## config.mk

```make
export PLATFORM = sky130hd
export DESIGN_NAME = adc_digital_path_config_regs
export DESIGN_NICKNAME = d
export VERILOG_FILES = /design/src/adc_cfg_pkg.sv /design/src/adc_digital_path_config_regs.sv /design/src/spi_frame_engine.sv
export SDC_FILE = /design/constraint.sdc
export NUM_CORES = 1
export LEC_CHECK = 0
export ABC_AREA = 1
export BUFFER_PORTS_ARGS = -buffer_cell sky130_fd_sc_hd__buf_2
export CORE_MARGIN = 10
export CORE_UTILIZATION = 25
export DETAILED_ROUTE_END_ITERATION = 6
export GPL_ROUTABILITY_DRIVEN = 0
export PLACE_DENSITY = 0.39
export SETUP_SLACK_MARGIN = 0.1
export SYNTH_ARGS = -nofsm -noshare
export SYNTH_HDL_FRONTEND = slang
export SYNTH_SLANG_ARGS = --single-unit
```

## constraint.sdc

```tcl
create_clock -name ref_clk -period 2.1 [get_ports ref_clk]
set_input_delay 0.21 -clock ref_clk [delete_from_list [all_inputs] [get_ports ref_clk]]
set_output_delay 0.21 -clock ref_clk [all_outputs]
set_load 0.03 [all_outputs]
```

## src/adc_cfg_pkg.sv

```systemverilog
package adc_cfg_pkg;

  // ---------------------------------------------------------------------------
  // Serial frame layout
  // ---------------------------------------------------------------------------
  localparam int         FRAME_BITS    = 24;
  localparam int         HEADER_BITS   = 16;
  localparam logic [4:0] CNT_HEADER_END = 5'h0F;
  localparam logic [4:0] CNT_DATA_START = 5'h10;
  localparam logic [4:0] CNT_FRAME_END  = 5'h17;
  localparam logic [4:0] CNT_SATURATE   = 5'h18;
  localparam int         RW_POS        = 14;
  localparam int         PAGE_HI       = 8;
  localparam int         PAGE_LO       = 7;

  // ---------------------------------------------------------------------------
  // Page select codes carried in the frame, and the pages they stand for
  // ---------------------------------------------------------------------------
  localparam logic [1:0]  PAGE_MASTER     = 2'h0;
  localparam logic [1:0]  PAGE_CONVERTER  = 2'h1;
  localparam logic [1:0]  PAGE_MAIN_DIG   = 2'h2;
  localparam logic [15:0] PAGE_ID_MASTER    = 16'h0080;
  localparam logic [15:0] PAGE_ID_CONVERTER = 16'h000F;
  localparam logic [15:0] PAGE_ID_MAIN_DIG  = 16'h6800;

  // ---------------------------------------------------------------------------
  // Register offsets within their pages
  // ---------------------------------------------------------------------------
  localparam logic [7:0] OFS_PERFORMANCE_TOP_BIT = 8'h56;
  localparam logic [7:0] OFS_OVERRANGE_ROUTE     = 8'h59;
  localparam logic [7:0] OFS_OVERRANGE_THRESHOLD = 8'h5F;
  localparam logic [7:0] OFS_DIGITAL_APPLY_CTRL  = 8'h00;
  localparam logic [7:0] OFS_DECIM_FILTER_SEL    = 8'h41;
  localparam logic [7:0] OFS_SAMPLING_ZONE_SEL   = 8'h42;
  localparam logic [7:0] OFS_OUTPUT_CODING_SEL   = 8'h43;
  localparam logic [7:0] OFS_GAIN_CODE           = 8'h44;
  localparam logic [7:0] OFS_CODING_CTRL_ENABLE  = 8'h4B;
  localparam logic [7:0] OFS_DECIM_CTRL_ENABLE   = 8'h4D;
  localparam logic [7:0] OFS_ZONE_CTRL_ENABLE    = 8'h4E;
  localparam logic [7:0] OFS_GAIN_ENABLE         = 8'h52;

  // ---------------------------------------------------------------------------
  // Field positions
  // ---------------------------------------------------------------------------
  localparam int PERF_TOP_POS     = 2;
  localparam int ROUTE_B_POS      = 7;
  localparam int ROUTE_ONE_POS    = 5;
  localparam int APPLY_POS        = 0;
  localparam int DECIM_TOP_POS    = 4;
  localparam int DECIM_LOW_HI     = 2;
  localparam int ZONE_HI          = 2;
  localparam int CODING_SEL_POS   = 0;
  localparam int GAIN_HI          = 6;
  localparam int CODING_EN_POS    = 5;
  localparam int DECIM_EN_POS     = 3;
  localparam int ZONE_EN_POS      = 7;
  localparam int GAIN_EN_POS      = 0;

  // ---------------------------------------------------------------------------
  // Reset values and codes
  // ---------------------------------------------------------------------------
  localparam logic [7:0] RST_OVERRANGE_LEVEL = 8'hE3;
  localparam logic [2:0] RST_DECIM_LOW       = 3'h2;
  localparam logic [3:0] DECIM_SEL_LOWPASS   = 4'hA;
  localparam logic [3:0] DECIM_SEL_HIGHPASS  = 4'hE;
  localparam logic [2:0] ZONE_LAST_VALID     = 3'h2;
  localparam logic [6:0] GAIN_UNITY_CODE     = 7'h20;

endpackage : adc_cfg_pkg

```

## src/adc_digital_path_config_regs.sv

```systemverilog
`timescale 1ns/1ps
module adc_digital_path_config_regs (
  input  wire logic       ref_clk,
  input  wire logic       rst_n,
  input  wire logic       serial_clk,
  input  wire logic       serial_enable_n,
  input  wire logic       serial_data_in,
  input  wire logic       fast_overrange_b,
  output logic            serial_readback_pin,
  output logic            serial_readback_oe,
  output logic            performance_setting_top,
  output logic [7:0]      overrange_level,
  output logic            overrange_b_route,
  output logic            filter_highpass,
  output logic            filter_select_forbidden,
  output logic [2:0]      zone_select,
  output logic            zone_select_enabled,
  output logic            zone_select_valid,
  output logic            offset_binary,
  output logic            gain_enable,
  output logic [6:0]      applied_gain_code
);

  // ---------------------------------------------------------------------------
  // Pin synchronisers
  // ---------------------------------------------------------------------------
  // Index 0 is the serial clock, 1 the enable, 2 the data line. Only the second
  // stage is read, so a metastable first stage never reaches the decode.
  wire  [2:0] pin_raw = {serial_data_in, ~serial_enable_n, serial_clk};
  logic [2:0] sync_meta;
  logic [2:0] sync_out;
  logic       sclk_prev;

  genvar gi;
  generate
    for (gi = 0; gi < 3; gi++)
    begin : g_sync
      always_ff @(posedge ref_clk or negedge rst_n)
      begin
        if (!rst_n)
        begin
          sync_meta[gi] <= 1'b0;
          sync_out[gi]  <= 1'b0;
        end
        else
        begin
          sync_meta[gi] <= pin_raw[gi];
          sync_out[gi]  <= sync_meta[gi];
        end
      end
    end
  endgenerate

  // Edge detection works on the settled copy of the serial clock.
  always_ff @(posedge ref_clk or negedge rst_n)
  begin
    if (!rst_n)
    begin
      sclk_prev <= 1'b0;
    end
    else
    begin
      sclk_prev <= sync_out[0];
    end
  end

  wire sclk_rise    = sync_out[0] & ~sclk_prev;
  wire sclk_fall    = ~sync_out[0] & sclk_prev;
  wire frame_active = sync_out[1];

  // ---------------------------------------------------------------------------
  // Serial frame engine
  // ---------------------------------------------------------------------------
  wire       wr_strobe;
  wire       read_phase;
  wire [1:0] page_sel;
  wire [7:0] reg_addr;
  wire [7:0] wr_data;
  wire       miso_bit;
  wire [7:0] rd_data;

  spi_frame_engine u_frame (
    .ref_clk      (ref_clk),
    .rst_n        (rst_n),
    .frame_active (frame_active),
    .sclk_rise    (sclk_rise),
    .sclk_fall    (sclk_fall),
    .mosi_bit     (sync_out[2]),
    .rd_data      (rd_data),
    .wr_strobe    (wr_strobe),
    .read_phase   (read_phase),
    .page_sel     (page_sel),
    .reg_addr     (reg_addr),
    .wr_data      (wr_data),
    .miso_bit     (miso_bit)
  );

  // ---------------------------------------------------------------------------
  // Address decode
  // ---------------------------------------------------------------------------
  // Page and offset both must match; a page code outside the three known ones
  // decodes to nothing, so such writes vanish and reads return zero.
  wire on_master = (page_sel == adc_cfg_pkg::PAGE_MASTER);
  wire on_conv   = (page_sel == adc_cfg_pkg::PAGE_CONVERTER);
  wire on_main   = (page_sel == adc_cfg_pkg::PAGE_MAIN_DIG);

  wire hit_perf   = on_master && (reg_addr == adc_cfg_pkg::OFS_PERFORMANCE_TOP_BIT);
  wire hit_route  = on_master && (reg_addr == adc_cfg_pkg::OFS_OVERRANGE_ROUTE);
  wire hit_level  = on_conv   && (reg_addr == adc_cfg_pkg::OFS_OVERRANGE_THRESHOLD);
  wire hit_apply  = on_main   && (reg_addr == adc_cfg_pkg::OFS_DIGITAL_APPLY_CTRL);
  wire hit_decim  = on_main   && (reg_addr == adc_cfg_pkg::OFS_DECIM_FILTER_SEL);
  wire hit_zone   = on_main   && (reg_addr == adc_cfg_pkg::OFS_SAMPLING_ZONE_SEL);
  wire hit_coding = on_main   && (reg_addr == adc_cfg_pkg::OFS_OUTPUT_CODING_SEL);
  wire hit_gain   = on_main   && (reg_addr == adc_cfg_pkg::OFS_GAIN_CODE);
  wire hit_cod_en = on_main   && (reg_addr == adc_cfg_pkg::OFS_CODING_CTRL_ENABLE);
  wire hit_dec_en = on_main   && (reg_addr == adc_cfg_pkg::OFS_DECIM_CTRL_ENABLE);
  wire hit_zon_en = on_main   && (reg_addr == adc_cfg_pkg::OFS_ZONE_CTRL_ENABLE);
  wire hit_gai_en = on_main   && (reg_addr == adc_cfg_pkg::OFS_GAIN_ENABLE);

  // ---------------------------------------------------------------------------
  // Master and converter page registers, effective at once
  // ---------------------------------------------------------------------------
  logic       perf_top;
  logic       route_b;
  logic       route_one;
  logic [7:0] level;

  // Only documented field bits are stored; reserved positions are dropped.
  always_ff @(posedge ref_clk or negedge rst_n)
  begin
    if (!rst_n)
    begin
      perf_top  <= 1'b0;
      route_b   <= 1'b0;
      route_one <= 1'b0;
      level     <= adc_cfg_pkg::RST_OVERRANGE_LEVEL;
    end
    else if (wr_strobe)
    begin
      if (hit_perf)
      begin
        perf_top <= wr_data[adc_cfg_pkg::PERF_TOP_POS];
      end
      if (hit_route)
      begin
        route_b   <= wr_data[adc_cfg_pkg::ROUTE_B_POS];
        route_one <= wr_data[adc_cfg_pkg::ROUTE_ONE_POS];
      end
      if (hit_level)
      begin
        level <= wr_data;
      end
    end
  end

  // ---------------------------------------------------------------------------
  // Main digital page: staged copies written by the host
  // ---------------------------------------------------------------------------
  logic       apply_bit;
  logic       stg_dec_top;
  logic [2:0] stg_dec_low;
  logic [2:0] stg_zone;
  logic       stg_cod_sel;
  logic [6:0] stg_gain;
  logic       stg_cod_en;
  logic       stg_dec_en;
  logic       stg_zon_en;
  logic       stg_gai_en;

  always_ff @(posedge ref_clk or negedge rst_n)
  begin
    if (!rst_n)
    begin
      apply_bit   <= 1'b0;
      stg_dec_top <= 1'b0;
      stg_dec_low <= adc_cfg_pkg::RST_DECIM_LOW;
      stg_zone    <= 3'h0;
      stg_cod_sel <= 1'b0;
      stg_gain    <= 7'h00;
      stg_cod_en  <= 1'b0;
      stg_dec_en  <= 1'b0;
      stg_zon_en  <= 1'b0;
      stg_gai_en  <= 1'b0;
    end
    else if (wr_strobe)
    begin
      if (hit_apply)
      begin
        apply_bit <= wr_data[adc_cfg_pkg::APPLY_POS];
      end
      if (hit_decim)
      begin
        stg_dec_top <= wr_data[adc_cfg_pkg::DECIM_TOP_POS];
        stg_dec_low <= wr_data[adc_cfg_pkg::DECIM_LOW_HI:0];
      end
      if (hit_zone)
      begin
        stg_zone <= wr_data[adc_cfg_pkg::ZONE_HI:0];
      end
      if (hit_coding)
      begin
        stg_cod_sel <= wr_data[adc_cfg_pkg::CODING_SEL_POS];
      end
      if (hit_gain)
      begin
        stg_gain <= wr_data[adc_cfg_pkg::GAIN_HI:0];
      end
      if (hit_cod_en)
      begin
        stg_cod_en <= wr_data[adc_cfg_pkg::CODING_EN_POS];
      end
      if (hit_dec_en)
      begin
        stg_dec_en <= wr_data[adc_cfg_pkg::DECIM_EN_POS];
      end
      if (hit_zon_en)
      begin
        stg_zon_en <= wr_data[adc_cfg_pkg::ZONE_EN_POS];
      end
      if (hit_gai_en)
      begin
        stg_gai_en <= wr_data[adc_cfg_pkg::GAIN_EN_POS];
      end
    end
  end

  // ---------------------------------------------------------------------------
  // Main digital page: active copies that steer the data path
  // ---------------------------------------------------------------------------
  // The copy fires on the falling half of the pulse, the write that clears a
  // set apply bit. Writing one alone changes nothing, so a host that stops
  // half way keeps the old settings running.
  wire apply_fire = wr_strobe && hit_apply && apply_bit &&
                    !wr_data[adc_cfg_pkg::APPLY_POS];

  logic       act_dec_top;
  logic [2:0] act_dec_low;
  logic [2:0] act_zone;
  logic       act_cod_sel;
  logic [6:0] act_gain;
  logic       act_cod_en;
  logic       act_dec_en;
  logic       act_zon_en;
  logic       act_gai_en;

  always_ff @(posedge ref_clk or negedge rst_n)
  begin
    if (!rst_n)
    begin
      act_dec_top <= 1'b0;
      act_dec_low <= adc_cfg_pkg::RST_DECIM_LOW;
      act_zone    <= 3'h0;
      act_cod_sel <= 1'b0;
      act_gain    <= 7'h00;
      act_cod_en  <= 1'b0;
      act_dec_en  <= 1'b0;
      act_zon_en  <= 1'b0;
      act_gai_en  <= 1'b0;
    end
    else if (apply_fire)
    begin
      act_dec_top <= stg_dec_top;
      act_dec_low <= stg_dec_low;
      act_zone    <= stg_zone;
      act_cod_sel <= stg_cod_sel;
      act_gain    <= stg_gain;
      act_cod_en  <= stg_cod_en;
      act_dec_en  <= stg_dec_en;
      act_zon_en  <= stg_zon_en;
      act_gai_en  <= stg_gai_en;
    end
  end

  // ---------------------------------------------------------------------------
  // Readback: stored values of readable fields, staged copies on the main page; write-only bits read zero
  // ---------------------------------------------------------------------------
  wire [7:0] rd_route  = {2'h0, route_one, 5'h00};
  wire [7:0] rd_apply  = {7'h00, apply_bit};
  wire [7:0] rd_decim  = {3'h0, stg_dec_top, 1'b0, stg_dec_low};
  wire [7:0] rd_zone   = {5'h00, stg_zone};
  wire [7:0] rd_coding = {7'h00, stg_cod_sel};
  wire [7:0] rd_gain   = {1'b0, stg_gain};
  wire [7:0] rd_cod_en = {2'h0, stg_cod_en, 5'h00};
  wire [7:0] rd_dec_en = {4'h0, stg_dec_en, 3'h0};
  wire [7:0] rd_zon_en = {stg_zon_en, 7'h00};
  wire [7:0] rd_gai_en = {7'h00, stg_gai_en};

  assign rd_data = hit_route  ? rd_route  :
                   hit_level  ? level     :
                   hit_apply  ? rd_apply  :
                   hit_decim  ? rd_decim  :
                   hit_zone   ? rd_zone   :
                   hit_coding ? rd_coding :
                   hit_gain   ? rd_gain   :
                   hit_cod_en ? rd_cod_en :
                   hit_dec_en ? rd_dec_en :
                   hit_zon_en ? rd_zon_en :
                   hit_gai_en ? rd_gai_en :
                   8'h00;

  // ---------------------------------------------------------------------------
  // Readback pin
  // ---------------------------------------------------------------------------
  // The overrange route takes the pin over entirely, so register reads return
  // nothing useful while it is set; the host must clear it first to read back.
  wire next_pin = route_b ? fast_overrange_b : (read_phase & miso_bit);
  wire next_oe  = route_b | read_phase;

  always_ff @(posedge ref_clk or negedge rst_n)
  begin
    if (!rst_n)
    begin
      serial_readback_pin <= 1'b0;
      serial_readback_oe  <= 1'b0;
    end
    else
    begin
      serial_readback_pin <= next_pin;
      serial_readback_oe  <= next_oe;
    end
  end

  // ---------------------------------------------------------------------------
  // Settings presented to the data path
  // ---------------------------------------------------------------------------
  wire [3:0] dec_sel = {act_dec_top, act_dec_low};

  assign performance_setting_top = perf_top;
  assign overrange_level         = level;
  assign overrange_b_route       = route_b;
  // Selector ignored while decimation control is off: low-pass by two.
  assign filter_highpass         = act_dec_en && (dec_sel == adc_cfg_pkg::DECIM_SEL_HIGHPASS);
  assign filter_select_forbidden = act_dec_en && (dec_sel != adc_cfg_pkg::DECIM_SEL_LOWPASS) &&
                                   (dec_sel != adc_cfg_pkg::DECIM_SEL_HIGHPASS);
  assign zone_select             = act_zone;
  assign zone_select_enabled     = act_zon_en;
  assign zone_select_valid       = act_zon_en && (act_zone <= adc_cfg_pkg::ZONE_LAST_VALID);
  assign offset_binary           = act_cod_en && act_cod_sel;
  assign gain_enable             = act_gai_en;
  // Code 32 is unity, so a disabled gain stage presents 0 dB downstream.
  assign applied_gain_code       = act_gai_en ? act_gain : adc_cfg_pkg::GAIN_UNITY_CODE;

endmodule : adc_digital_path_config_regs

```

## src/spi_frame_engine.sv

```systemverilog
`timescale 1ns/1ps
// Serial frame engine: byte 0 is read flag and page, byte 1 the offset, byte 2 the data.
module spi_frame_engine (
  input  wire logic       ref_clk,
  input  wire logic       rst_n,
  input  wire logic       frame_active,
  input  wire logic       sclk_rise,
  input  wire logic       sclk_fall,
  input  wire logic       mosi_bit,
  input  wire logic [7:0] rd_data,
  output logic            wr_strobe,
  output logic            read_phase,
  output logic [1:0]      page_sel,
  output logic [7:0]      reg_addr,
  output logic [7:0]      wr_data,
  output logic            miso_bit
);

  logic [4:0]  bit_cnt;
  logic [22:0] shift_in;
  logic        rd_mode;
  logic [7:0]  shift_out;

  wire header_done = sclk_rise && (bit_cnt == adc_cfg_pkg::CNT_HEADER_END);
  wire data_done   = sclk_rise && (bit_cnt == adc_cfg_pkg::CNT_FRAME_END);
  wire past_header = (bit_cnt >= adc_cfg_pkg::CNT_DATA_START);

  // ---------------------------------------------------------------------------
  // Input shifting; bits past the third byte are ignored by saturating the count.
  // ---------------------------------------------------------------------------
  always_ff @(posedge ref_clk or negedge rst_n)
  begin
    if (!rst_n)
    begin
      bit_cnt  <= 5'h00;
      shift_in <= 23'h000000;
    end
    else if (!frame_active)
    begin
      bit_cnt  <= 5'h00;
      shift_in <= 23'h000000;
    end
    else if (sclk_rise)
    begin
      shift_in <= {shift_in[21:0], mosi_bit};
      if (bit_cnt != adc_cfg_pkg::CNT_SATURATE)
      begin
        bit_cnt <= bit_cnt + 5'h01;
      end
    end
  end

  // Header capture after the sixteenth bit; the write fires on the twenty-fourth.
  always_ff @(posedge ref_clk or negedge rst_n)
  begin
    if (!rst_n)
    begin
      rd_mode   <= 1'b0;
      page_sel  <= 2'h0;
      reg_addr  <= 8'h00;
      wr_data   <= 8'h00;
      wr_strobe <= 1'b0;
    end
    else
    begin
      wr_strobe <= frame_active && data_done && !rd_mode;
      if (!frame_active)
      begin
        rd_mode <= 1'b0;
      end
      else if (header_done)
      begin
        rd_mode  <= shift_in[adc_cfg_pkg::RW_POS];
        page_sel <= shift_in[adc_cfg_pkg::PAGE_HI:adc_cfg_pkg::PAGE_LO];
        reg_addr <= {shift_in[6:0], mosi_bit};
      end
      if (frame_active && data_done)
      begin
        wr_data <= {shift_in[6:0], mosi_bit};
      end
    end
  end

  // Readback leaves MSB first, changing on falling clock edges of the data byte.
  always_ff @(posedge ref_clk or negedge rst_n)
  begin
    if (!rst_n)
    begin
      shift_out <= 8'h00;
    end
    else if (!frame_active)
    begin
      shift_out <= 8'h00;
    end
    else if (sclk_fall && rd_mode && (bit_cnt == adc_cfg_pkg::CNT_DATA_START))
    begin
      shift_out <= rd_data;
    end
    else if (sclk_fall && rd_mode && past_header)
    begin
      shift_out <= {shift_out[6:0], 1'b0};
    end
  end

  assign read_phase = frame_active && rd_mode && past_header;
  assign miso_bit   = shift_out[7];

endmodule : spi_frame_engine

```

---- Word-level counts from Yosys, hierarchy flattened ----
Index checks and enable logic that the tools add are counted.
storage, ports and cells
  flip-flop bits (word level) ............. 107
  input bits .............................. 6
  output and inout bits ................... 28
  word-level logic and storage cells ...... 144
operators by class
  $add $sub $neg .......................... 1
  $lt $le $gt $ge ......................... 2
  eq/ne operators ......................... 24
  mux-type cells .......................... 23
  bitwise operators ....................... 7
  reduce and logical (&&, ||, !) cells .... 47
operators with widths
  operator             number
  $mux 8               13
  $eq 8x7->1 const B   11
  $mux 15              2
  $logic_and 1x1->1    29
  $reduce_and 2->1     14
  $mux 5               3
  $eq 5x5->1 const B   2
  $logic_not 8->1      1
  $ne 4x4->1 const B   2
  $mux 7               1
  $ne 2x1->1 const B   3
  $add 5x1->5 const B  1
  $eq 5x4->1 const B   1
  $ge 5x5->1 const B   1
  $ne 5x5->1 const B   1
  $eq 4x4->1 const B   1
  $mux 1               4
  $and 1x1->1          3
  $le 3x2->1 const B   1
  $ne 3x1->1 const B   1
  $not 1->1            3
  $eq 2x1->1 const B   1
  $eq 2x2->1 const B   1
  $logic_not 1->1      2
  other kinds (2)      2

---- Depth between registers and ports, before layout ----
Gate-level depths: netlist of run 1.
  word-level depth ........................ 15
  mapped depth ............................ 11
  gate-level depth less buffers ........... 11

---- Cells and area by module ----
A second synthesis of run 1 with hierarchy kept.
second synthesis, totals
  cell total of the unflattened synthesis .. 565
  area, all modules ....................... 4,934.7 um^2
by module, submodules not included
  module                        instances  cells an instance  area each (um^2)  sequential area each (um^2)
  adc_digital_path_config_regs  1          347                2,866.5           1,485.2
  spi_frame_engine              1          218                2,068.2           1,201.2

---- Worst setup path before layout of run 1 ----
OpenSTA, ideal clock, no wires.
  kind .................................... register to register
  start point ............................. register u_frame.page_sel[0]
  end point ............................... register act_zone[0] (netlist: zone_select[0])
  setup time .............................. 0.119 ns
  arrival time ............................ 1.476 ns
  data required time ...................... 1.981 ns
  setup slack ............................. 0.505 ns
  cell stages (with the launch flop) ...... 11
  path buffers ............................ 2
  period minus slack after synthesis ...... 1.595 ns
  cell sequence ........................... dfrtp_1 inv_1 nand2_2 nor2_4 inv_2 nor4_4 nand3_2 buf_6 buf_6 nand2_1 o21ai_2
on the way
  word-level cells in the longest chain between the ends .. 5
RTL lines
  element                          line                                 source
  from (decl)                      spi_frame_engine.sv:13               output logic [1:0] page_sel,
  from (signal assigned)           spi_frame_engine.sv:74               page_sel <= shift_in[adc_cfg_pkg::PAGE_HI:adc_cfg_pkg::PAGE_LO];
  $eq 2x2->1                       adc_digital_path_config_regs.sv:105  wire on_main = (page_sel == adc_cfg_pkg::PAGE_MAIN_DIG);
  $logic_and 1x1->1                adc_digital_path_config_regs.sv:110  wire hit_apply = on_main && (reg_addr == adc_cfg_pkg::OFS_DIGITAL_APPLY_CTRL);
  $logic_and 1x1->1 (3 in series)  adc_digital_path_config_regs.sv:233  wire apply_fire = wr_strobe && hit_apply && apply_bit &&
  to (signal assigned)             adc_digital_path_config_regs.sv:264  act_zone <= stg_zone;
  to (decl)                        adc_digital_path_config_regs.sv:238  logic [2:0] act_zone;
No other way between the ends.
A chain may end at the register's enable or synchronous reset.

---- Worst setup path after layout of run 1 ----
  start point ............................. register u_frame.reg_addr[6]
  end point ............................... register u_frame.shift_out[2]
on the way
  word-level cells in the longest chain between the ends .. 13
  elaborated cells on any way between the ends .. 29
  those cells by class .................... eq/ne (8); mux (11); reduce/logical (10)
RTL lines
  element                 line                                 source
  from (decl)             spi_frame_engine.sv:14               output logic [7:0] reg_addr,
  from (signal assigned)  spi_frame_engine.sv:75               reg_addr <= {shift_in[6:0], mosi_bit};
  $eq 8x7->1              adc_digital_path_config_regs.sv:116  wire hit_dec_en = on_main && (reg_addr == adc_cfg_pkg::OFS_DECIM_CTRL_ENABLE);
  $logic_and 1x1->1       adc_digital_path_config_regs.sv:116
  $mux 8                  adc_digital_path_config_regs.sv:296  hit_dec_en ? rd_dec_en :
  $mux 8                  adc_digital_path_config_regs.sv:295  hit_cod_en ? rd_cod_en :
  $mux 8                  adc_digital_path_config_regs.sv:294  hit_gain ? rd_gain :
  $mux 8                  adc_digital_path_config_regs.sv:293  hit_coding ? rd_coding :
  $mux 8                  adc_digital_path_config_regs.sv:292  hit_zone ? rd_zone :
  $mux 8                  adc_digital_path_config_regs.sv:291  hit_decim ? rd_decim :
  $mux 8                  adc_digital_path_config_regs.sv:290  hit_apply ? rd_apply :
  $mux 8                  adc_digital_path_config_regs.sv:289  hit_level ? level :
  $mux 8 *                adc_digital_path_config_regs.sv:288  assign rd_data = hit_route ? rd_route :
  $mux 8 *                spi_frame_engine.sv:95               else if (sclk_fall && rd_mode && (bit_cnt == adc_cfg_pkg::CNT_DATA_START))
  $mux 8 *                spi_frame_engine.sv:91               else if (!frame_active)
  to (signal assigned)    spi_frame_engine.sv:97               shift_out <= rd_data;
  to (signal assigned)    spi_frame_engine.sv:101              shift_out <= {shift_out[6:0], 1'b0};
  to (decl)               spi_frame_engine.sv:22               logic [7:0] shift_out;
Mark *: on every way between the ends. The rest lies on a longest branch, timed or not.

==> results of run 1 <==
area by class of cell:
cell class | instances | area, µm²
well taps | 260 | 325
flip-flops and latches | 107 | 2690
multi-input cells | 356 | 1730
fillers | 2079 | 13100
repair buffers | 58 | 390
clock buffers | 15 | 278
inverters | 90 | 342
clock inverters | 1 | 30.0
synth_stat cells, drive strengths merged (2+ instances only):
| master | instances | area (µm²) |
|---|---|---|
| a21oi | 11 | 55.1 |
| a32oi | 4 | 35.0 |
| buf | 6 | 51.3 |
| clkbuf | 12 | 46.3 |
| dfrtp | 100 | 2500 |
| dfstp | 7 | 184 |
| ha | 3 | 37.5 |
| inv | 90 | 338 |
| mux2i | 2 | 20.0 |
| nand2 | 139 | 524 |
| nand3 | 36 | 185 |
| nand4 | 15 | 93.8 |
| nor2 | 40 | 160 |
| nor3 | 10 | 50.1 |
| nor4 | 2 | 27.5 |
| o21ai | 85 | 463 |
worst max-delay path by stage:
stage	end	slack (ns)	startpoint
4_1_cts	u_frame.shift_out[2]	0.24	u_frame.reg_addr[4]
3_3_place_gp	zone_select_enabled	0.29	u_frame.page_sel[0]
2_1_floorplan	zone_select[0]	0.51	u_frame.page_sel[0]
5_1_grt	u_frame.shift_out[2]	0.08	u_frame.reg_addr[6]
6_report	u_frame.shift_out[2]	0.24	u_frame.reg_addr[6]
3_5_place_dp	u_frame.shift_out[2]	0.24	u_frame.reg_addr[4]
flip-flops by register name, summed over array words and instances, names as in the netlist, 2 cells and up:
register,cells
sync_meta,3
zone_select,3
sync_out,2
u_frame.shift_out,8
stg_gain,7
overrange_level,8
stg_dec_low,3
u_frame.bit_cnt,5
act_dec_low,3
u_frame.wr_data,8
stg_zone,3
u_frame.reg_addr,8
u_frame.shift_in,15
act_gain,7
u_frame.page_sel,2
per-stage QoR:
step,hold slack [ns],util,setup WS (ns),std cells,total power [mW]
2_1_floorplan,-0.0856,-,0.505,571,2.24
5_1_grt,0.0942,0.306,0.0776,887,4.24
6_report,0.0722,0.306,0.241,887,4.06
3_5_place_dp,0.199,0.284,0.238,860,2.33
3_3_place_gp,0.195,0.284,0.288,860,2.33
4_1_cts,0.0679,0.303,0.238,880,4.12
kinds of logic after synthesis:
group | synth area share
flops | 0.554
fa+ha+maj | 0.00775
compound gates | 0.125
buf+inv | 0.0899
mux | 0.00646
simple gates | 0.216
power by group through the flow:
stage	Combinational, mW	Clock [mW]	Sequential [mW]
global route	0.221	1.90	2.12
CTS	0.187	1.82	2.11
finish	0.181	1.76	2.11
floorplan	0.0916	0	2.15
global placement	0.182	0	2.15
detailed placement	0.181	0	2.15
per-layer routing:
metal / vias up / share of wire / track usage / wire length, µm
li1: 1939 / - / - / -
met1: 1820 / 0.48 / 0.135 / 6150
met2: 76 / 0.46 / 0.164 / 5930
met3: 14 / 0.040 / 0.0253 / 515
met4: 0 / 0.013 / 0.0320 / 172
met5: - / 0 / 0 / 0
what timing repair did:
item / 4_1_cts / 5_1_grt
endpoints found under the hold margin: 30 / 0
gates resized for setup: 0 / 2
setup buffers: 0 / 7
hold buffers: 4 / 0
setup endpoints to repair: 0 / 16
worst max-delay path: cells and delay by family, from the launching register on:
| kind | cells | cell delay (ns) |
|---|---|---|
| AND/OR/NAND/NOR | 7 | 0.75 |
| flip-flops | 1 | 0.40 |
| buffers and inverters | 2 | 0.31 |
| AO/OA/AOI/OAI | 1 | 0.27 |
==> summary.md, run 1 <==
| Metric | Value |
|---|---|
| Commonest non-fill, non-tap cells in the layout | 138 x nand2_1, 100 x dfrtp_1, 88 x inv_1 |
| Setup TNS | 0 ns |
| Hold Fails Final Rpt | 0 |
| Layout area overhead | 19.3% |
| Post-DP HPWL | 9.57 mm |
| Ports | 34 |
| Clock skew | 0.00533 ns |
| Chip Height | 159 µm |
| Yosys warning total | 0 |
| FF-to-FF Start | u_frame.reg_addr[6] |
| Reg power frac | 0.521 |
| RSZ-0062 raised after global routing | true |
| # Max-Cap Violations | 0 |
| Crit share post-route | 0.885 |
| CP arrival | 2.09 ns |
| Setup crit end kind | flip-flop |
| Fin crit period | 1.86 ns |
| Hold Crit Class | input port to flip-flop |
| Commonest non-fill, non-tap cell in the layout | nand2_1 |
| Reg2reg setup slack | 0.24 ns |
| Post-synth EDFFs | 0 |
| Antenna violations before repair | 0 |
| Internal Power | 3.17 mW |
| Post-route antenna net violation count | 0 |
| Share of cells above drive strength 1 | 0.150 |
| Crit path top cell by count | nand2_1 |
| Mapped Cells | 571 |
| Max Fclk | 538 MHz |
| Cell leakage power | 2.69 nW |
| Vias in the first global route | 3765 |
| Antenna Cells | 0 |
| Worst vdd ir | 0.000396 V |
| Synthesized Nets | 580 |
| Root Buffer | clkbuf_16 |
| Vias | 3849 |
| CTS sink count | 107 |
| Max Slew Vio Count | 0 |
| Hold path endpoint | serial_readback_pin |
| CTS buffer count | 9 |
| Setup crit start kind | flip-flop |
| Routed vias/inst | 4.34 |
| DRC viols | 0 |
| Worst stage delay on the critical path | 0.40 ns |
| Switching share of power | 0.218 |
| Sw power | 0.886 mW |
| Final Net Count | 631 |
| Iteration-0 DRC Markers | 307 |
| Final setup fails | 0 |
| Relative slew slack | 0.654 |
| Area after DPL | 0.00537 mm² |
| Hold_sp | fast_overrange_b |
| Top_reg_cell synth | dfrtp_1 |
| P per Cell Area | 702 mW/mm² |
| Port bufs | 33 |
| RR Endpoint | u_frame.shift_out[2] |
| Asr flop ratio synth | 1.00 |
| Yosys cell types | 37 |
| Die Wd | 159 µm |
| CTS HTree Levels | 3 |
| Design area | 0.00578 mm² |
| Syn Area/Cell | 8.48 µm² |
| Clk_lat worst skew | 0.35 ns |
| Worst path slowest cell | dfrtp_1 |
| Routed length per placed instance | 14.4 µm |
| Clock Power Share | 0.434 |
| Routed Wire Length | 12.8 mm |
| Full die area | 0.0253 mm² |
| Worst-margin pin slew | 0.515 ns |
| Mapped Area | 0.00484 mm² |
| Status | finished clean |
| Total gr overflow | 0 |
| Flop and latch count out of synthesis | 107 |
| Clk slew on worst S/H paths | 0.07 ns |
| First-pass GRT wire length | 21.0 mm |
| Register area share after synthesis | 0.554 |
| R2R cell count | 10 |
| Total GRT Usage | 0.103 |
| Largest net degree at the start of global routing | 39 |
| Worst path required time | 2.34 ns |
| Setup CP Type | flip-flop to flip-flop |
| Starting Density | 0.256 |
| Max Root-Sink Buffers | 2 |
| Cell Chain, Critical Path | inv_1, nor2_1, nand2_1, clkinvlp_4, nand3b_1, nand2_1, o21ai_0, nand2_1, nand2_1, nand2_1 |
| Core ar. | 0.0189 mm² |
| DRT Pass-1 Iters | 5 |
| Std-Cell Rows | 50 |
| Max FO, Critical Path | 8 |
| Logic gate share of total power | 0.045 |
| WHS Path Cells | 3 |
| CTS tree | yes |
Note: power is estimated with default switching activity, not from simulation.
==> run 2: changes to the inputs <==
Settings changed: PLACE_DENSITY 0.39 to 0.44.
==> run 2 against run 1 <==
Clock skew grew 0.0022 ns. Sequential share of layout area grew 0.65 points. Count of clock-buffer cells in the layout shrank 3. Worst setup slack gained 0.076 ns. Utilization shrank 0.42 points. Total power shrank 4.3%. Critical path type unchanged. Critical endpoint is now u_frame.shift_out[0]. Largest power group unchanged. Highest routed layer unchanged.
==> summary.md, run 2 (synthesis gave the netlist of run 1 again) <==
| Metric | Value |
|---|---|
| Max Fclk | 561 MHz (was 538 MHz) |
| RSZ-0062 raised after global routing | true (unchanged) |
| Commonest non-fill, non-tap cell in the layout | nand2_1 (unchanged) |
| Final Net Count | 625 (was 631) |
| Filler cell count | 2056 (was 2079) |
| Area after DPL | 0.00534 mm² (was 0.00537 mm²) |
| Worst path slowest cell | dfrtp_1 (unchanged) |
| Root Buffer | clkbuf_16 (unchanged) |
| Total gr overflow | 0 (unchanged) |
| CTS HTree Levels | 3 (unchanged) |
| Max reg flops | 15 (unchanged) |
| CTS buffer count | 9 (unchanged) |
| Layout area overhead | 17.6% (was 19.3%) |
| Crit share post-route | 0.849 (was 0.885) |
| Setup CP Type | flip-flop to flip-flop (unchanged) |
| Post-DP HPWL | 9.22 mm (was 9.57 mm) |
| Iteration-0 DRC Markers | 324 (was 307) |
| Share of cells above drive strength 1 | 0.143 (was 0.150) |
| Setup TNS | 0 ns (unchanged) |
| Worst vdd ir | 0.000361 V (was 0.000396 V) |
| Worst path required time | 2.34 ns (about the same) |
| CP arrival | 2.02 ns (was 2.09 ns) |
| Commonest non-fill, non-tap cells in the layout | 138 x nand2_1, 100 x dfrtp_1, 88 x inv_1 (unchanged) |
| Worst stage delay on the critical path | 0.39 ns (was 0.40 ns) |
| Routed length per placed instance | 13.7 µm (was 14.4 µm) |
| CTS sink count | 107 (unchanged) |
| Chip Height | 159 µm (unchanged) |
| Core ar. | 0.0189 mm² (unchanged) |
| Fin crit period | 1.78 ns (was 1.86 ns) |
| Hold Fails Final Rpt | 0 (unchanged) |
| Delay-heaviest family, CP | simple AND/OR/NAND/NOR gates (unchanged) |
| Die Wd | 159 µm (unchanged) |
| Buf+Inv Stages, Crit Path | 3 (was 2) |
| Routed Wire Length | 12.1 mm (was 12.8 mm) |
| Setup crit end kind | flip-flop (unchanged) |
| Ports | 34 (unchanged) |
| Antenna Cells | 0 (unchanged) |
| First-pass GRT wire length | 20.1 mm (was 21.0 mm) |
| Port bufs | 33 (unchanged) |
| DRC viols | 0 (unchanged) |
| Full die area | 0.0253 mm² (unchanged) |
| Total GRT Usage | 0.0967 (was 0.103) |
| Antenna violations before repair | 0 (unchanged) |
| Design area | 0.00570 mm² (was 0.00578 mm²) |
| DRT Pass-1 Iters | 5 (unchanged) |
| Crit path top cell by count | nand2_1 (unchanged) |
| Clock skew | 0.00751 ns (was 0.00533 ns) |
| Vias | 3832 (was 3849) |
| Post-route antenna net violation count | 0 (unchanged) |
| # Max-Cap Violations | 0 (unchanged) |
| P per Cell Area | 681 mW/mm² (was 702 mW/mm²) |
| Std-Cell Rows | 50 (unchanged) |
| Max Slew Vio Count | 0 (unchanged) |
| Final setup fails | 0 (unchanged) |
| Hold Crit Class | input port to flip-flop (unchanged) |
| Setup crit start kind | flip-flop (unchanged) |
| Clk slew on worst S/H paths | 0.07 ns (about the same) |
| Clk_lat worst skew | 0.34 ns (was 0.35 ns) |
| Vias in the first global route | 3748 (was 3765) |
| Largest net degree at the start of global routing | 52 (was 39) |
| Cell Chain, Critical Path | inv_1, nor2_1, nand2_1, clkinvlp_4, buf_4, nand4_1, nand3_1, o21bai_1, nand2_1, nand2_1, nand2_1 (was inv_1, nor2_1, nand2_1, clkinvlp_4, nand3b_1, nand2_1, o21ai_0, nand2_1, nand2_1, nand2_1) |
| Cell leakage power | 2.64 nW (was 2.69 nW) |
| Starting Density | 0.256 (unchanged) |
| CTS tree | yes (unchanged) |
| Max FO, Critical Path | 10 (was 8) |
| Worst-margin pin slew | 0.456 ns (was 0.515 ns) |
| Largest Register | u_frame.shift_in (unchanged) |
| Max Root-Sink Buffers | 2 (unchanged) |
| Relative slew slack | 0.696 (was 0.654) |
| Status | finished clean (unchanged) |
| Routed vias/inst | 4.35 (was 4.34) |
## run 2: changes by cell type in the layout (fill, tap and decap cells not counted), sizes merged
cell      delta
clkinv       +2
bufinv       -1
clkinvlp     +2
clkbuf       -3
buf          -6
## run 2: path summary, 6_finish.rpt
path | cells past startpoint | slack [ns] | endpoint | startpoint
max in group asynchronous | 3 | 1.03 | u_frame.bit_cnt[4] | rst_n
min in group asynchronous | 2 | 0.36 | zone_select_enabled | rst_n
max | 11 | 0.32 | u_frame.shift_out[0] | u_frame.reg_addr[6]
max reg2reg | 11 | 0.32 | u_frame.shift_out[0] | u_frame.reg_addr[6]
min | 3 | 0.08 | serial_readback_pin | fast_overrange_b
min reg2reg | 0 | 0.35 | sync_out[0] | sync_meta[0]
## run 2: routing by layer
metal | GRT usage | up-vias | share of wire
met5 | 0 | - | 0
met4 | 0.0274 | 0 | 0.0093
met3 | 0.0276 | 10 | 0.038
met2 | 0.150 | 74 | 0.47
met1 | 0.128 | 1818 | 0.49
li1 | - | 1930 | -
## run 2: where the power goes
group	total [mW]	internal [mW]	switching, mW
sequential	2.11	2.09	0.0229
clock	1.59	0.865	0.724
combinational	0.178	0.0494	0.129
total	3.88	3.01	0.875
## run 2: stage by stage
stage / utilization / hold slack (ns) / setup WS (ns) / std cells / power (mW)
after floorplan: - / -0.0856 / 0.505 / 571 / 2.24
after global placement: 0.283 / 0.196 / 0.291 / 858 / 2.32
after detailed placement: 0.283 / 0.195 / 0.283 / 858 / 2.33
after CTS: 0.300 / 0.0615 / 0.267 / 878 / 3.96
after global routing: 0.302 / 0.104 / 0.0805 / 881 / 4.08
final: 0.302 / 0.0795 / 0.317 / 881 / 3.88
## run 2: what timing repair did
item / 4_1_cts / 5_1_grt
gates resized for setup: 0 / 3
hold buffers: 4 / 0
hold endpoints to repair: 34 / 0
endpoints found under the setup margin: 0 / 16
setup buffers: 0 / 3
## run 2: worst min-delay path: stages
cell and delay [ns]:
buf_2 0.07, nand2_1 0.03, o21ai_0 0.07
## run 2: layout make-up
class / count / area [µm²] / share of cell area
timing repair buffer: 52 / 337 / 0.0591
clock buffer: 12 / 256 / 0.0450
multi-input combinational: 356 / 1730 / 0.303
tap: 260 / 325 / 0.0571
clock inverter: 4 / 25.0 / 0.00439
sequential: 107 / 2690 / 0.471
inverter: 90 / 342 / 0.0599
==> run 3: changes to the inputs <==
Clock period 2.1 ns to 1.8 ns, I/O delays scaled along.
==> run 3 against run 2 <==
Sequential power increased by 17%. Largest cell class unchanged. Count of clock-buffer cells in the layout unchanged. Critical path depth decreased by 2. Worst setup slack got worse by 0.23 ns. First-iteration DRC count decreased by 47%. Die area unchanged. Critical endpoint is now act_dec_top. Global-route usage increased by 0.12 points. Flip-flop and latch count unchanged. Via count increased by 3.2%.
==> summary.md, run 3 (synthesis gave the netlist of run 1 again) <==
| Metric | Value |
|---|---|
| Reg2reg setup slack | 0.09 ns (was 0.32 ns) |
| Largest Register | u_frame.shift_in (unchanged) |
| Crit share post-route | 0.951 (was 0.849) |
| Port bufs | 33 (unchanged) |
| Cell leakage power | 2.79 nW (was 2.64 nW) |
| Vias in the first global route | 3841 (was 3748) |
| RSZ-0062 raised after global routing | true (unchanged) |
| Hold_sp | fast_overrange_b (unchanged) |
| Total Power | 4.54 mW (was 3.88 mW) |
| Max FO, Critical Path | 10 (unchanged) |
| Final setup fails | 0 (unchanged) |
| Filler cell count | 2030 (was 2056) |
| Hold path endpoint | serial_readback_pin (unchanged) |
| Clk slew on worst S/H paths | 0.07 ns (about the same) |
| Max Root-Sink Buffers | 2 (unchanged) |
| Share of cells above drive strength 1 | 0.216 (was 0.143) |
| Design area | 0.00603 mm² (was 0.00570 mm²) |
| RR Endpoint | act_dec_top (was u_frame.shift_out[0]) |
| Setup crit start kind | flip-flop (unchanged) |
| Routed vias/inst | 4.39 (was 4.35) |
| Starting Density | 0.256 (unchanged) |
| Commonest non-fill, non-tap cells in the layout | 128 x nand2_1, 99 x dfrtp_1, 84 x inv_1 (was 138 x nand2_1, 100 x dfrtp_1, 88 x inv_1) |
| CTS buffer count | 9 (unchanged) |
| Clock skew | 0.00666 ns (was 0.00751 ns) |
| Clk_lat worst skew | 0.35 ns (was 0.34 ns) |
| Setup CP Type | flip-flop to flip-flop (unchanged) |
| Area after DPL | 0.00542 mm² (was 0.00534 mm²) |
| Setup WS pre-CTS | -0.0680 ns (was 0.283 ns) |
| Hold Crit Class | input port to flip-flop (unchanged) |
| Max Slew Vio Count | 0 (unchanged) |
| Std-Cell Rows | 50 (unchanged) |
| CTS HTree Levels | 3 (unchanged) |
| Hold WS | 0.0301 ns (was 0.0795 ns) |
| Worst path required time | 2.04 ns (was 2.34 ns) |
| R2R cell count | 9 (was 11) |
| P per Cell Area | 753 mW/mm² (was 681 mW/mm²) |
| Final non-filler cell total | 900 (was 881) |
| Worst-margin pin slew | 0.529 ns (was 0.456 ns) |
| Root Buffer | clkbuf_16 (unchanged) |
| CTS tree | yes (unchanged) |
| Max Fclk | 584 MHz (was 561 MHz) |
| Die Wd | 159 µm (unchanged) |
| Antenna violations before repair | 0 (unchanged) |
| Final Worst Setup Slack | 0.0875 ns (was 0.317 ns) |
| Final Net Count | 644 (was 625) |
| Total gr overflow | 0 (unchanged) |
| Antenna Cells | 0 (unchanged) |
| Largest net degree at the start of global routing | 51 (was 52) |
| WHS Path Cells | 3 (unchanged) |
| Hold Fails Final Rpt | 0 (unchanged) |
| Worst vdd ir | 0.000431 V (was 0.000361 V) |
| Max reg flops | 15 (unchanged) |
| Routed length per placed instance | 14.3 µm (was 13.7 µm) |
| DRT Pass-1 Iters | 4 (was 5) |
| Relative slew slack | 0.647 (was 0.696) |
| Ports | 34 (unchanged) |
| First-pass GRT wire length | 20.5 mm (was 20.1 mm) |
| Routed Wire Length | 12.9 mm (was 12.1 mm) |
| Post-route antenna net violation count | 0 (unchanged) |
| CP arrival | 1.95 ns (was 2.02 ns) |
| Fin crit period | 1.71 ns (was 1.78 ns) |
| Status | finished clean (unchanged) |
| Vias | 3953 (was 3832) |
| Total GRT Usage | 0.0979 (was 0.0967) |
| Setup TNS | 0 ns (unchanged) |
| Layout area overhead | 24.5% (was 17.6%) |
| Full die area | 0.0253 mm² (unchanged) |
| CTS sink count | 107 (unchanged) |
| # Max-Cap Violations | 0 (unchanged) |
| Setup crit end kind | flip-flop (unchanged) |
| Inst Count DP | 866 (was 858) |
| DRC viols | 0 (unchanged) |
| FF-to-FF Start | u_frame.page_sel[0] (was u_frame.reg_addr[6]) |
| Final Util | 0.319 (was 0.302) |
| Core ar. | 0.0189 mm² (unchanged) |
| Iteration-0 DRC Markers | 173 (was 324) |
| Chip Height | 159 µm (unchanged) |
| Commonest non-fill, non-tap cell in the layout | nand2_1 (unchanged) |
| Post-DP HPWL | 9.27 mm (was 9.22 mm) |
run 3: changes by cell type in the layout (fill, tap and decap cells not counted), sizes merged:
cell	change
buf	+16
clkbuf	+3
clkinvlp	-2
clkinv	+1
inv	+1
run 3: cell type report:
cell class / instances / area [µm²] / share of cell area
inverter: 90 / 338 / 0.0560
sequential: 107 / 2690 / 0.446
clock inverter: 4 / 26.3 / 0.00436
multi-input combinational: 356 / 1860 / 0.308
tap: 260 / 325 / 0.0540
timing repair buffer: 71 / 548 / 0.0909
clock buffer: 12 / 246 / 0.0409
run 3: power breakdown:
part           internal, mW  switching [mW]  total, mW  leakage, nW
clock network         0.976           0.885       1.86        0.133
logic                0.0601           0.151      0.212         1.21
registers              2.44          0.0284       2.47         1.45
total                  3.48            1.06       4.54         2.79
run 3: routing by layer:
layer / wire [µm] / GRT usage / vias to the layer above
met4: 336 / 0.0333 / 0
met2: 5880 / 0.151 / 76
met5: 0 / 0 / -
met3: 492 / 0.0263 / 22
met1: 6170 / 0.130 / 1884
li1: - / - / 1971
run 3: worst max-delay path by stage:
stage | start | endpoint | slack, ns | cells after the start
finish | u_frame.page_sel[0] | act_dec_top | 0.09 | 9
global route | u_frame.page_sel[0] | act_dec_top | 0.007 | 9
CTS | u_frame.reg_addr[7] | u_frame.shift_out[7] | 0.03 | 10
detailed placement | u_frame.reg_addr[7] | u_frame.shift_out[5] | -0.07 | 9
global placement | u_frame.reg_addr[7] | u_frame.shift_out[7] | -0.04 | 10
floorplan | u_frame.page_sel[0] | zone_select[0] | 0.21 | 10
run 3: timing repair:
action | 4_1_cts | 5_1_grt
gates cloned | 0 | 5
buffers inserted | 0 | 9
endpoints found under the hold margin | 19 | 0
pin swaps | 0 | 7
setup endpoints to repair | 7 | 36
resized for setup | 5 | 46
hold buffers | 4 | 0
run 3: worst max-delay path, cell delays in order (launching register included):
cell and delay [ns]:
dfrtp_1 0.40, inv_2 0.09, nand2_4 0.08, nor2_4 0.10, inv_2 0.06, nor4_4 0.31
nand3_4 0.23, clkbuf_16 0.23, nand2_1 0.05, o21ai_1 0.06
